### config.mk
export PLATFORM = sky130hd
export DESIGN_NAME = uart_core
export DESIGN_NICKNAME = d
export VERILOG_FILES = /design/src/uart_pkg.sv /design/src/stream_fifo.sv /design/src/uart_core.sv
export SDC_FILE = /design/constraint.sdc
export NUM_CORES = 1
export LEC_CHECK = 0
export BUFFER_PORTS_ARGS = -buffer_cell sky130_fd_sc_hd__buf_4
export CAP_MARGIN = 10
export CELL_PAD_IN_SITES_DETAIL_PLACEMENT = 1
export CELL_PAD_IN_SITES_GLOBAL_PLACEMENT = 2
export CORE_MARGIN = 4
export CORE_UTILIZATION = 30
export CTS_BUF_LIST = sky130_fd_sc_hd__clkbuf_8
export DETAILED_ROUTE_END_ITERATION = 8
export GPL_ROUTABILITY_DRIVEN = 0
export PLACE_DENSITY_LB_ADDON = 0.1
export SYNTH_ARGS = -nofsm -noshare
export SYNTH_HDL_FRONTEND = slang
export SYNTH_HIERARCHICAL = 1
export SYNTH_SLANG_ARGS = --single-unit
export TNS_END_PERCENT = 5
### constraint.sdc
create_clock -name clk -period 10.24 [get_ports clk]
set_input_delay 2.048 -clock clk [delete_from_list [all_inputs] [get_ports clk]]
set_output_delay 2.048 -clock clk [all_outputs]
set_load 0.01 [all_outputs]
### src/uart_pkg.sv
package uart_pkg;
	// Baud generator phase step per clock and lower divisor bound
	localparam logic [16:0] FRAC_STEP  = 17'h00040;
	localparam logic [15:0] BAUD_MIN   = 16'h0040;
	localparam int unsigned CLK_HZ     = 10_000_000;
	// Samples per bit in asynchronous reception
	localparam logic [4:0]  OVS_NORMAL = 5'h10;
	localparam logic [4:0]  OVS_DOUBLE = 5'h08;
	// Character size codes and data bit counts
	localparam logic [2:0]  CHSZ_MAX   = 3'h4;
	localparam logic [3:0]  DBITS_MIN  = 4'h5;
	localparam logic [3:0]  DBITS_MAX  = 4'h9;
	localparam int unsigned DATA_W     = 9;
	localparam int unsigned SHIFT_W    = 12;
	// Received word layout: status bits above the data
	localparam int unsigned STAT_FERR  = 9;
	localparam int unsigned STAT_PERR  = 10;
	localparam int unsigned STAT_OVF   = 11;
	localparam int unsigned RX_WORD_W  = 12;
	// Idle levels of the pins
	localparam logic        LINE_IDLE  = 1'b1;
	localparam logic        XCK_IDLE   = 1'b0;

	typedef enum logic [1:0]
	{
		TX_IDLE  = 2'h1,
		TX_SHIFT = 2'h2
	} tx_state_t;

	typedef enum logic [4:0]
	{
		RX_IDLE  = 5'h01,
		RX_START = 5'h02,
		RX_DATA  = 5'h04,
		RX_PAR   = 5'h08,
		RX_STOP  = 5'h10
	} rx_state_t;
endpackage

### src/stream_fifo.sv
`timescale 1ns/1ps
module stream_fifo
#(
	parameter int unsigned WIDTH = 8,
	parameter int unsigned DEPTH = 4
)
(
	input  wire logic             clk,       // Clock
	input  wire logic             rst_n,     // Async reset, low
	input  wire logic [WIDTH-1:0] in_data,   // Word to store
	input  wire logic             in_valid,  // Word offered
	output logic                  in_ready,  // Room for a word
	output logic      [WIDTH-1:0] out_data,  // Oldest word
	output logic                  out_valid, // Oldest word present
	input  wire logic             out_ready  // Oldest word taken
);
	localparam int unsigned AW = $clog2(DEPTH);
	localparam logic [AW:0] FULL_CNT = (AW+1)'(DEPTH);

	// Pointers wrap naturally only for a power of two
	if (DEPTH < 2 || (DEPTH & (DEPTH - 1)) != 0)
	begin : g_bad_depth
		$error("stream_fifo depth must be a power of two, at least 2");
	end

	logic [WIDTH-1:0] mem [DEPTH];
	logic [AW-1:0]    wr_ptr;
	logic [AW-1:0]    rd_ptr;
	logic [AW:0]      count;

	wire              push = in_valid & in_ready;
	wire              pop  = out_valid & out_ready;
	wire [AW:0]       next_count = count + (AW+1)'(push) - (AW+1)'(pop);

	assign out_data = mem[rd_ptr];

	// Storage, written only on an accepted word
	always_ff @(posedge clk)
	begin
		if (push)
			mem[wr_ptr] <= in_data;
	end

	// Pointers and registered full and empty
	always_ff @(posedge clk or negedge rst_n)
	begin
		if (!rst_n)
		begin
			wr_ptr    <= '0;
			rd_ptr    <= '0;
			count     <= '0;
			in_ready  <= 1'b1;
			out_valid <= 1'b0;
		end
		else
		begin
			wr_ptr    <= wr_ptr + AW'(push);
			rd_ptr    <= rd_ptr + AW'(pop);
			count     <= next_count;
			in_ready  <= next_count != FULL_CNT;
			out_valid <= next_count != '0;
		end
	end
endmodule

### src/uart_core.sv
`timescale 1ns/1ps
// Summary of operation
// - Asynchronous, synchronous, full and half duplex
// - Five to nine data bits, one/two stops
// - Odd or even parity made and checked
// - Overflow and framing errors detected, reported
// - Majority filter; false start bits rejected in async mode
// - Transmit complete, holding empty, receive complete
// - Two-level holding buffer, shifter, frame builder
// - Receive shifter feeds two-level buffer
// - Frames follow back to back when fed
// - Per-character status readable with data
// - Oversampled recovery locks to start edge
// - Fractional divisor from any clock rate
// - Shift clock pin driven or received
// - Driver enable high while transmitting
// - Transmit pin doubles as one-wire receive
// - Low start, data, parity, high stops
// - Writes accepted only while holding empty
// - Complete flag after last frame drains
module uart_core
	import uart_pkg::*;
#(
	parameter int unsigned TX_DEPTH = 2, // Transmit holding levels
	parameter int unsigned RX_DEPTH = 2  // Receive buffer levels
)
(
	input  wire logic                 clk,                          // 10 MHz clock
	input  wire logic                 rst_n,                        // Async reset, low
	input  wire logic [15:0]          baud_divisor_reg,             // Divisor, 6 fraction bits
	input  wire logic [2:0]           frame_format_reg,             // Character size code
	input  wire logic                 parity_en,                    // Parity bit present
	input  wire logic                 parity_odd,                   // Odd parity
	input  wire logic                 two_stop,                     // Two stop bits
	input  wire logic                 sync_mode,                    // Synchronous mode
	input  wire logic                 sync_master,                  // Drive the shift clock
	input  wire logic                 double_speed,                 // Eight samples per bit
	input  wire logic                 one_wire,                     // Receive on transmit pin
	input  wire logic                 rs485_en,                     // Driver enable output on
	input  wire logic [1:0]           tx_rx_enable_reg,             // Bit1 transmit, bit0 receive
	input  wire logic [DATA_W-1:0]    tx_data,                      // Character to send
	input  wire logic                 tx_valid,                     // Character offered
	output logic                      tx_holding_empty_flag,        // Holding room, write ready
	input  wire logic                 tx_complete_clr,              // Clear complete flag
	output logic                      tx_complete_flag,             // Transmission complete
	output logic [RX_WORD_W-1:0]      rx_word,                      // Status and character
	output logic                      rx_valid,                     // Reception complete
	input  wire logic                 rx_ready,                     // Character read
	input  wire logic                 rxd_in,                       // Receive pin
	input  wire logic                 txd_in,                       // Transmit pin level
	output logic                      txd_out,                      // Transmit pin drive
	output logic                      txd_oe_n,                     // Transmit pin enable, low
	input  wire logic                 sync_shift_clock_pin_in,      // Shift clock pin level
	output logic                      sync_shift_clock_pin_out,     // Shift clock pin drive
	output logic                      sync_shift_clock_pin_oe_n,    // Shift clock enable, low
	output logic                      line_driver_enable_out        // External driver enable
);
	if (TX_DEPTH < 2 || RX_DEPTH < 2)
	begin : g_bad_depth
		$error("uart_core buffers need at least two levels");
	end

	// Frame arithmetic; size and parity shared by both directions, mask for transmit only
	function automatic logic [3:0] data_bits(input logic [2:0] code);
		data_bits = (code > CHSZ_MAX) ? DBITS_MAX : 4'(code) + DBITS_MIN;
	endfunction

	function automatic logic [DATA_W-1:0] data_mask(input logic [DATA_W-1:0] d,
		input logic [3:0] n);
		data_mask = d & ~(9'h1FF << n);
	endfunction

	function automatic logic parity_of(input logic [DATA_W-1:0] d, input logic odd);
		parity_of = (^d) ^ odd;
	endfunction

	tx_state_t          tx_state;
	tx_state_t          next_tx_state;
	rx_state_t          rx_state;
	rx_state_t          next_rx_state;
	logic [16:0]        baud_acc;
	logic [4:0]         tx_ovs;
	logic [4:0]         rx_cnt;
	logic [3:0]         tx_left;
	logic [SHIFT_W-1:0] tx_sh;
	logic [3:0]         rx_left;
	logic [DATA_W-1:0]  rx_sh;
	logic               rx_par;
	logic [2:0]         rx_hist;
	logic               xck_in_d;
	logic               ovf_pend;
	logic [DATA_W-1:0]  tx_fifo_data;
	logic               tx_fifo_valid;
	logic               rx_fifo_ready;

	// Decoded configuration
	wire        tx_en   = tx_rx_enable_reg[1];
	wire        rx_en   = tx_rx_enable_reg[0];
	wire [3:0]  nbits   = data_bits(frame_format_reg);
	wire [4:0]  ovs     = double_speed ? OVS_DOUBLE : OVS_NORMAL;
	wire [4:0]  ovs_max = ovs - 5'h01;
	wire [4:0]  half    = (ovs >> 1) - 5'h01;

	// Fractional divisor; synchronous mode keeps only the integer part
	wire [15:0] baud_raw  = sync_mode ? {baud_divisor_reg[15:6], 6'h00} : baud_divisor_reg;
	wire [16:0] baud_lim  = {1'b0, (baud_raw < BAUD_MIN) ? BAUD_MIN : baud_raw};
	wire [16:0] acc_sum   = baud_acc + FRAC_STEP;
	wire        baud_tick = acc_sum >= baud_lim;
	wire [16:0] next_acc  = baud_tick ? acc_sum - baud_lim : acc_sum;

	// Shift clock edges, generated or taken from the pin
	wire master   = sync_mode & sync_master;
	wire xck_rise = master ? baud_tick & ~sync_shift_clock_pin_out
		: sync_shift_clock_pin_in & ~xck_in_d;
	wire xck_fall = master ? baud_tick & sync_shift_clock_pin_out
		: ~sync_shift_clock_pin_in & xck_in_d;

	// Accumulator and shift clock generation
	always_ff @(posedge clk or negedge rst_n)
	begin
		if (!rst_n)
		begin
			baud_acc                 <= '0;
			xck_in_d                 <= XCK_IDLE;
			sync_shift_clock_pin_out <= XCK_IDLE;
		end
		else
		begin
			baud_acc                 <= next_acc;
			xck_in_d                 <= sync_shift_clock_pin_in;
			sync_shift_clock_pin_out <= master ? sync_shift_clock_pin_out ^ baud_tick
				: XCK_IDLE;
		end
	end

	// Bit boundaries of the transmitter
	wire tx_bit   = sync_mode ? xck_fall : baud_tick & (tx_ovs == ovs_max);
	wire tx_last  = (tx_state == TX_IDLE) | (tx_left == 4'h1);
	wire tx_load  = tx_bit & tx_last & tx_fifo_valid;
	wire tx_fin   = tx_bit & (tx_state == TX_SHIFT) & (tx_left == 4'h1) & ~tx_fifo_valid;

	// Transmit holding buffer; ready is the holding-empty flag
	stream_fifo
	#(
		.WIDTH (DATA_W),
		.DEPTH (TX_DEPTH)
	)
	u_tx_fifo
	(
		.clk       (clk),
		.rst_n     (rst_n),
		.in_data   (tx_data),
		.in_valid  (tx_valid & tx_en),
		.in_ready  (tx_holding_empty_flag),
		.out_data  (tx_fifo_data),
		.out_valid (tx_fifo_valid),
		.out_ready (tx_load)
	);

	// Frame image behind the start bit: data, parity, stops
	wire [DATA_W-1:0]  tx_char  = data_mask(tx_fifo_data, nbits);
	wire [SHIFT_W-1:0] tx_base  = {3'h0, tx_char} | (12'hFFF << nbits);
	wire [SHIFT_W-1:0] tx_pbit  = 12'(parity_of(tx_char, parity_odd)) << nbits;
	wire [SHIFT_W-1:0] tx_frame = parity_en ? (tx_base & ~(12'h001 << nbits)) | tx_pbit
		: tx_base;
	wire [3:0]         tx_flen  = 4'h2 + nbits + 4'(parity_en) + 4'(two_stop);

	// Transmit sequencing
	always_comb
	begin
		next_tx_state = tx_state;
		case (tx_state)
			TX_IDLE:
				if (tx_load)
					next_tx_state = TX_SHIFT;
			TX_SHIFT:
				if (tx_fin)
					next_tx_state = TX_IDLE;
			default:
				next_tx_state = TX_IDLE;
		endcase
	end

	// Transmit shifter and pin
	always_ff @(posedge clk or negedge rst_n)
	begin
		if (!rst_n)
		begin
			tx_state <= TX_IDLE;
			tx_ovs   <= '0;
			tx_left  <= '0;
			tx_sh    <= '1;
			txd_out  <= LINE_IDLE;
		end
		else
		begin
			tx_state <= next_tx_state;
			if (baud_tick)
				tx_ovs <= (tx_ovs == ovs_max) ? 5'h00 : tx_ovs + 5'h01;
			if (tx_load)
			begin
				txd_out <= 1'b0;
				tx_sh   <= tx_frame;
				tx_left <= tx_flen;
			end
			else if (tx_fin)
				txd_out <= LINE_IDLE;
			else if (tx_bit && tx_state == TX_SHIFT)
			begin
				txd_out <= tx_sh[0];
				tx_sh   <= {1'b1, tx_sh[SHIFT_W-1:1]};
				tx_left <= tx_left - 4'h1;
			end
		end
	end

	// Complete flag, pin enables and driver enable
	wire tx_busy_next = next_tx_state == TX_SHIFT;
	always_ff @(posedge clk or negedge rst_n)
	begin
		if (!rst_n)
		begin
			tx_complete_flag          <= 1'b0;
			txd_oe_n                  <= 1'b1;
			line_driver_enable_out    <= 1'b0;
			sync_shift_clock_pin_oe_n <= 1'b1;
		end
		else
		begin
			if (tx_fin)
				tx_complete_flag <= 1'b1;
			else if (tx_complete_clr)
				tx_complete_flag <= 1'b0;
			txd_oe_n <= ~(one_wire ? tx_busy_next
				: tx_en | tx_busy_next | tx_fifo_valid);
			line_driver_enable_out    <= rs485_en & tx_busy_next;
			sync_shift_clock_pin_oe_n <= ~master;
		end
	end

	// Receive line choice and three-sample majority filter
	wire rx_line = one_wire ? txd_in : rxd_in;
	wire rx_filt = (rx_hist[0] & rx_hist[1]) | (rx_hist[1] & rx_hist[2])
		| (rx_hist[0] & rx_hist[2]);

	// Sample points: mid-bit in async, rising clock in sync
	wire [4:0] rx_target = (rx_state == RX_START) ? half : ovs_max;
	wire rx_sample = sync_mode ? xck_rise
		: baud_tick & (rx_cnt == rx_target) & (rx_state != RX_IDLE);
	wire start_det = rx_en & (rx_state == RX_IDLE) & ~rx_filt
		& (sync_mode ? xck_rise : baud_tick);
	wire enter_data = (start_det & sync_mode)
		| ((rx_state == RX_START) & rx_sample & ~rx_filt);
	wire rx_done = (rx_state == RX_STOP) & rx_sample;

	// Receive sequencing
	always_comb
	begin
		next_rx_state = rx_state;
		case (rx_state)
			RX_IDLE:
				if (start_det)
					next_rx_state = sync_mode ? RX_DATA : RX_START;
			RX_START:
				if (rx_sample)
					next_rx_state = rx_filt ? RX_IDLE : RX_DATA;
			RX_DATA:
				if (rx_sample && rx_left == 4'h1)
					next_rx_state = parity_en ? RX_PAR : RX_STOP;
			RX_PAR:
				if (rx_sample)
					next_rx_state = RX_STOP;
			RX_STOP:
				if (rx_sample)
					next_rx_state = RX_IDLE;
			default:
				next_rx_state = RX_IDLE;
		endcase
	end

	// Received character, parity and stop check
	wire [DATA_W-1:0]    rx_char = rx_sh >> (4'h9 - nbits);
	wire                 rx_perr = parity_en & (rx_par != parity_of(rx_char, parity_odd));
	wire [RX_WORD_W-1:0] rx_push = {ovf_pend, rx_perr, ~rx_filt, rx_char};

	// Receive shifter and overflow memory
	always_ff @(posedge clk or negedge rst_n)
	begin
		if (!rst_n)
		begin
			rx_state <= RX_IDLE;
			rx_hist  <= {3{LINE_IDLE}};
			rx_cnt   <= '0;
			rx_left  <= '0;
			rx_sh    <= '0;
			rx_par   <= 1'b0;
			ovf_pend <= 1'b0;
		end
		else
		begin
			rx_state <= next_rx_state;
			rx_hist  <= {rx_hist[1:0], rx_line};
			if (start_det || rx_sample)
				rx_cnt <= '0;
			else if (baud_tick)
				rx_cnt <= rx_cnt + 5'h01;
			if (enter_data)
				rx_left <= nbits;
			else if (rx_sample && rx_state == RX_DATA)
			begin
				rx_sh   <= {rx_filt, rx_sh[DATA_W-1:1]};
				rx_left <= rx_left - 4'h1;
			end
			if (rx_sample && rx_state == RX_PAR)
				rx_par <= rx_filt;
			if (rx_done)
				ovf_pend <= ~rx_fifo_ready;
		end
	end

	// Receive buffer, status stored beside each character
	stream_fifo
	#(
		.WIDTH (RX_WORD_W),
		.DEPTH (RX_DEPTH)
	)
	u_rx_fifo
	(
		.clk       (clk),
		.rst_n     (rst_n),
		.in_data   (rx_push),
		.in_valid  (rx_done),
		.in_ready  (rx_fifo_ready),
		.out_data  (rx_word),
		.out_valid (rx_valid),
		.out_ready (rx_ready)
	);
endmodule

==> metrics.txt <==
Worst Clk Skew=0.02115 ns; largest net degree at the start of global routing=57; slowest CP cell=nor2_2; DR vias=6048; overall power=0.002469 W; syn_nets=873; CP Launch Type=input port; synthesized area=7955 um2; FP Rows=59; vias in the first global route=6585; Yosys top cell area share=20.45%; GRT Total Usage=15.30%; crit end category=flop; Yosys cell types=94; layout overhead on the synthesized area=14.38%; CTS Root Cell=clkbuf_8; CP Max Fanout=34; WL met3=605 um; Max transition margin=47.31%; Worst-Margin Slew=0.7904 ns; dpl hpwl=16170 um; slowest stage delay, CP=0.50 ns; CP Buf/Inv Count=5; Initial Utilization=30.53%; Mean Syn Cell Area=10.13 um2; routed vias/inst=5.087; # Max-Cap Violations=0; Leakage=3.766 nW; Tmin final=6.961 ns; Critical Path AT=7.30 ns; Post-CTS Repair Setup Buffers=0; Sw Ratio=42.27%; DR pass1 iterations=4; status=finished clean; Top Layer Used=met4; Hold Crit Class=flop to flop; layout cell share with drive strength beyond 1=22.01%; Post-Synthesis Cells=785; CTS tree=yes; Final Hold Vio Count=0; GRT Residual Overflow=0; Achievable Freq=0.1437 GHz; family with the most delay on the worst path=simple AND/OR/NAND/NOR gates; initial drt markers=262; diode count=0; sum of negative setup slack=0 ns; CTS resizes=0; worst-skew pair later-pin latency=0.45 ns; fin. max-slew vios=0; Combinational Power Share=48.2%; Synth Register Bits=129; Async SR Flop Fraction=67.44%; Die Area=29190 um2; RSZ-0062 raised after global routing=false; number of routed nets with antenna violations=0; sequential element share of the synthesized area=43.57%; fin crit share=67.97%; overall die width=170.8 um; clock buffer count from CTS=17; Int Power=0.001425 W; Yosys top cell by area=dfrtp_1; I/O Pins=66; H-tree levels=4; Die H=170.8 um; Reg clk slew, reported paths=0.08 ns; register share of total power=34.4%; final hold slack=0.3723 ns; Routed WL per cell=18.04 um; Fill cells=2980; met1 wire length=10260 um; core area=26060 um2; final WL=21450 um; global-route wire length before repair=35650 um; worst vdd ir=0.1104 mV; deepest clock path buffer count=2; CP required=10.57 ns; EDFF count, synth=42; Crit Path Class=input port to flop; prevailing post-synth register cell=dfrtp_1; clock network fraction of design power=17.4%; fin area=9099 um2; multi-input gate area in the final layout=4145 um2; FF+latch area=3466 um2; post-placement cell area=8728 um2; hold buffer count at cts=0; Clock Sinks=129; Synth Warn #=6; nets=929; DRC errors left=0; Area contributors post-synth=dfrtp_1 20%, edfxtp_1 16%, dfstp_2 7.3%; met2 wire length=10360 um; # port buffers=65; final setup vio count=0; NetSw=0.001043 W; power per cell area=271.3 nW/um2; initial antenna violation count=0
[kinds of logic after synthesis]
family | synth area share (%)
buffers and inverters | 4.325
and+or+nand+nor | 15.51
AOI/OAI and AO/OA | 17.79
muxes | 5.631
DFF | 43.57
xor gates and xnor gates | 6.260
adders and majority gates | 6.920
[cells in the mapped netlist, types with 10 or more instances]
| cell | number |
|---|---|
| nand3_1 | 20 |
| nand2_1 | 74 |
| xnor2_1 | 32 |
| o21ai_0 | 26 |
| inv_1 | 49 |
| nand4_1 | 11 |
| xor2_1 | 15 |
| ha_1 | 40 |
| edfxtp_1 | 42 |
| nand2b_1 | 12 |
| buf_2 | 17 |
| o211ai_1 | 11 |
| o21ai_1 | 10 |
| mux2_2 | 31 |
| dfrtp_1 | 65 |
| and2_1 | 11 |
| nor2_1 | 49 |
| dfstp_2 | 22 |
| a21o_1 | 11 |
| a21oi_1 | 60 |
| nor2b_1 | 10 |
[sequential cells by signal, summed over array words and instances (netlist names), 2 cells and up]
signal	cells
u_tx_fifo/count	2
baud_acc	17
tx_ovs	5
rx_cnt	5
tx_sh	12
u_rx_fifo/count	2
rx_sh	9
rx_left	4
tx_left	4
tx_state	2
u_rx_fifo/mem	24
u_tx_fifo/mem	18
rx_state	5
rx_hist	3
[layout by cell type (no fill, tap or decap), drive strengths merged, types with 13 or more instances in the layout]
cell type / instances
and2: 13
o21ai: 36
buf: 68
xnor2: 33
nand2b: 13
o211ai: 13
nor2: 52
inv: 55
xor2: 15
clkbuf: 17
edfxtp: 42
mux2: 34
a21oi: 61
nand2: 76
dfrtp: 65
ha: 40
dfstp: 22
nand3: 21
[power groups by stage]
stage               clock network (W)  logic (W)  registers (W)
floorplan                           0   0.000937       0.000799
global placement                    0    0.00118       0.000852
detailed placement                  0    0.00121       0.000859
CTS                          0.000446    0.00121       0.000851
global route                 0.000474    0.00135       0.000874
finish                       0.000430    0.00119       0.000849
[worst register-to-register path, cell delays in order (launching register included)]
cell and delay (ns):
dfrtp_1 0.43, ha_1 0.31, nand4_1 0.16, xnor2_1 0.24, ha_1 0.35, a21oi_1 0.33, o211ai_1 0.19, a221oi_2 0.37
nand2_1 0.14, nor2_2 0.46, inv_1 0.08, buf_4 0.26, ha_1 0.24, a21oi_1 0.12, nor2b_1 0.11, o31ai_2 0.24
buf_4 0.31, inv_2 0.15, nand2_1 0.18, xnor2_1 0.09, ha_1 0.19, xnor2_1 0.15, or3_4 0.39, and2_1 0.17
[through the flow]
step	std cells	setup slack, ns	utilization, %
2_1_floorplan	785	3.770	-
3_3_place_gp	1157	2.908	33.50
3_5_place_dp	1157	2.756	33.50
4_1_cts	1189	3.212	34.92
5_1_grt	1189	2.821	34.92
6_report	1189	3.279	34.92
[per-layer routing]
layer  vias to the layer above  global-route usage, %
li1                       2959                      -
met1                      2990                  20.58
met2                        84                  25.89
met3                        15                  2.495
met4                         0                  3.789
met5                         -                      0
[area by class of cell]
class                           count  area share (%)
Multi-Input combinational cell    575           45.56
Sequential cell                   129           38.09
Timing Repair Buffer               68           5.611
Tap cell                          335           4.607
Clock buffer                       17           2.572
Inverter                           50           2.063
Clock inverter                     15           1.499
[final timing paths]
check / from / end / slack [ns] / cells past startpoint
worst max-delay path: baud_divisor_reg[15] / u_tx_fifo/count[1] / 3.28 / 26
worst min-delay path: rx_hist[1] / rx_hist[2] / 0.37 / 0
worst max register to register: baud_acc[6] / u_tx_fifo/count[1] / 4.49 / 23
worst min register to register: rx_hist[1] / rx_hist[2] / 0.37 / 0
max in group asynchronous: rst_n / rx_state[3] / 7.53 / 2
min in group asynchronous: rst_n / line_driver_enable_out / 1.53 / 1
No activity file was read; power rests on OpenSTA's default activity.
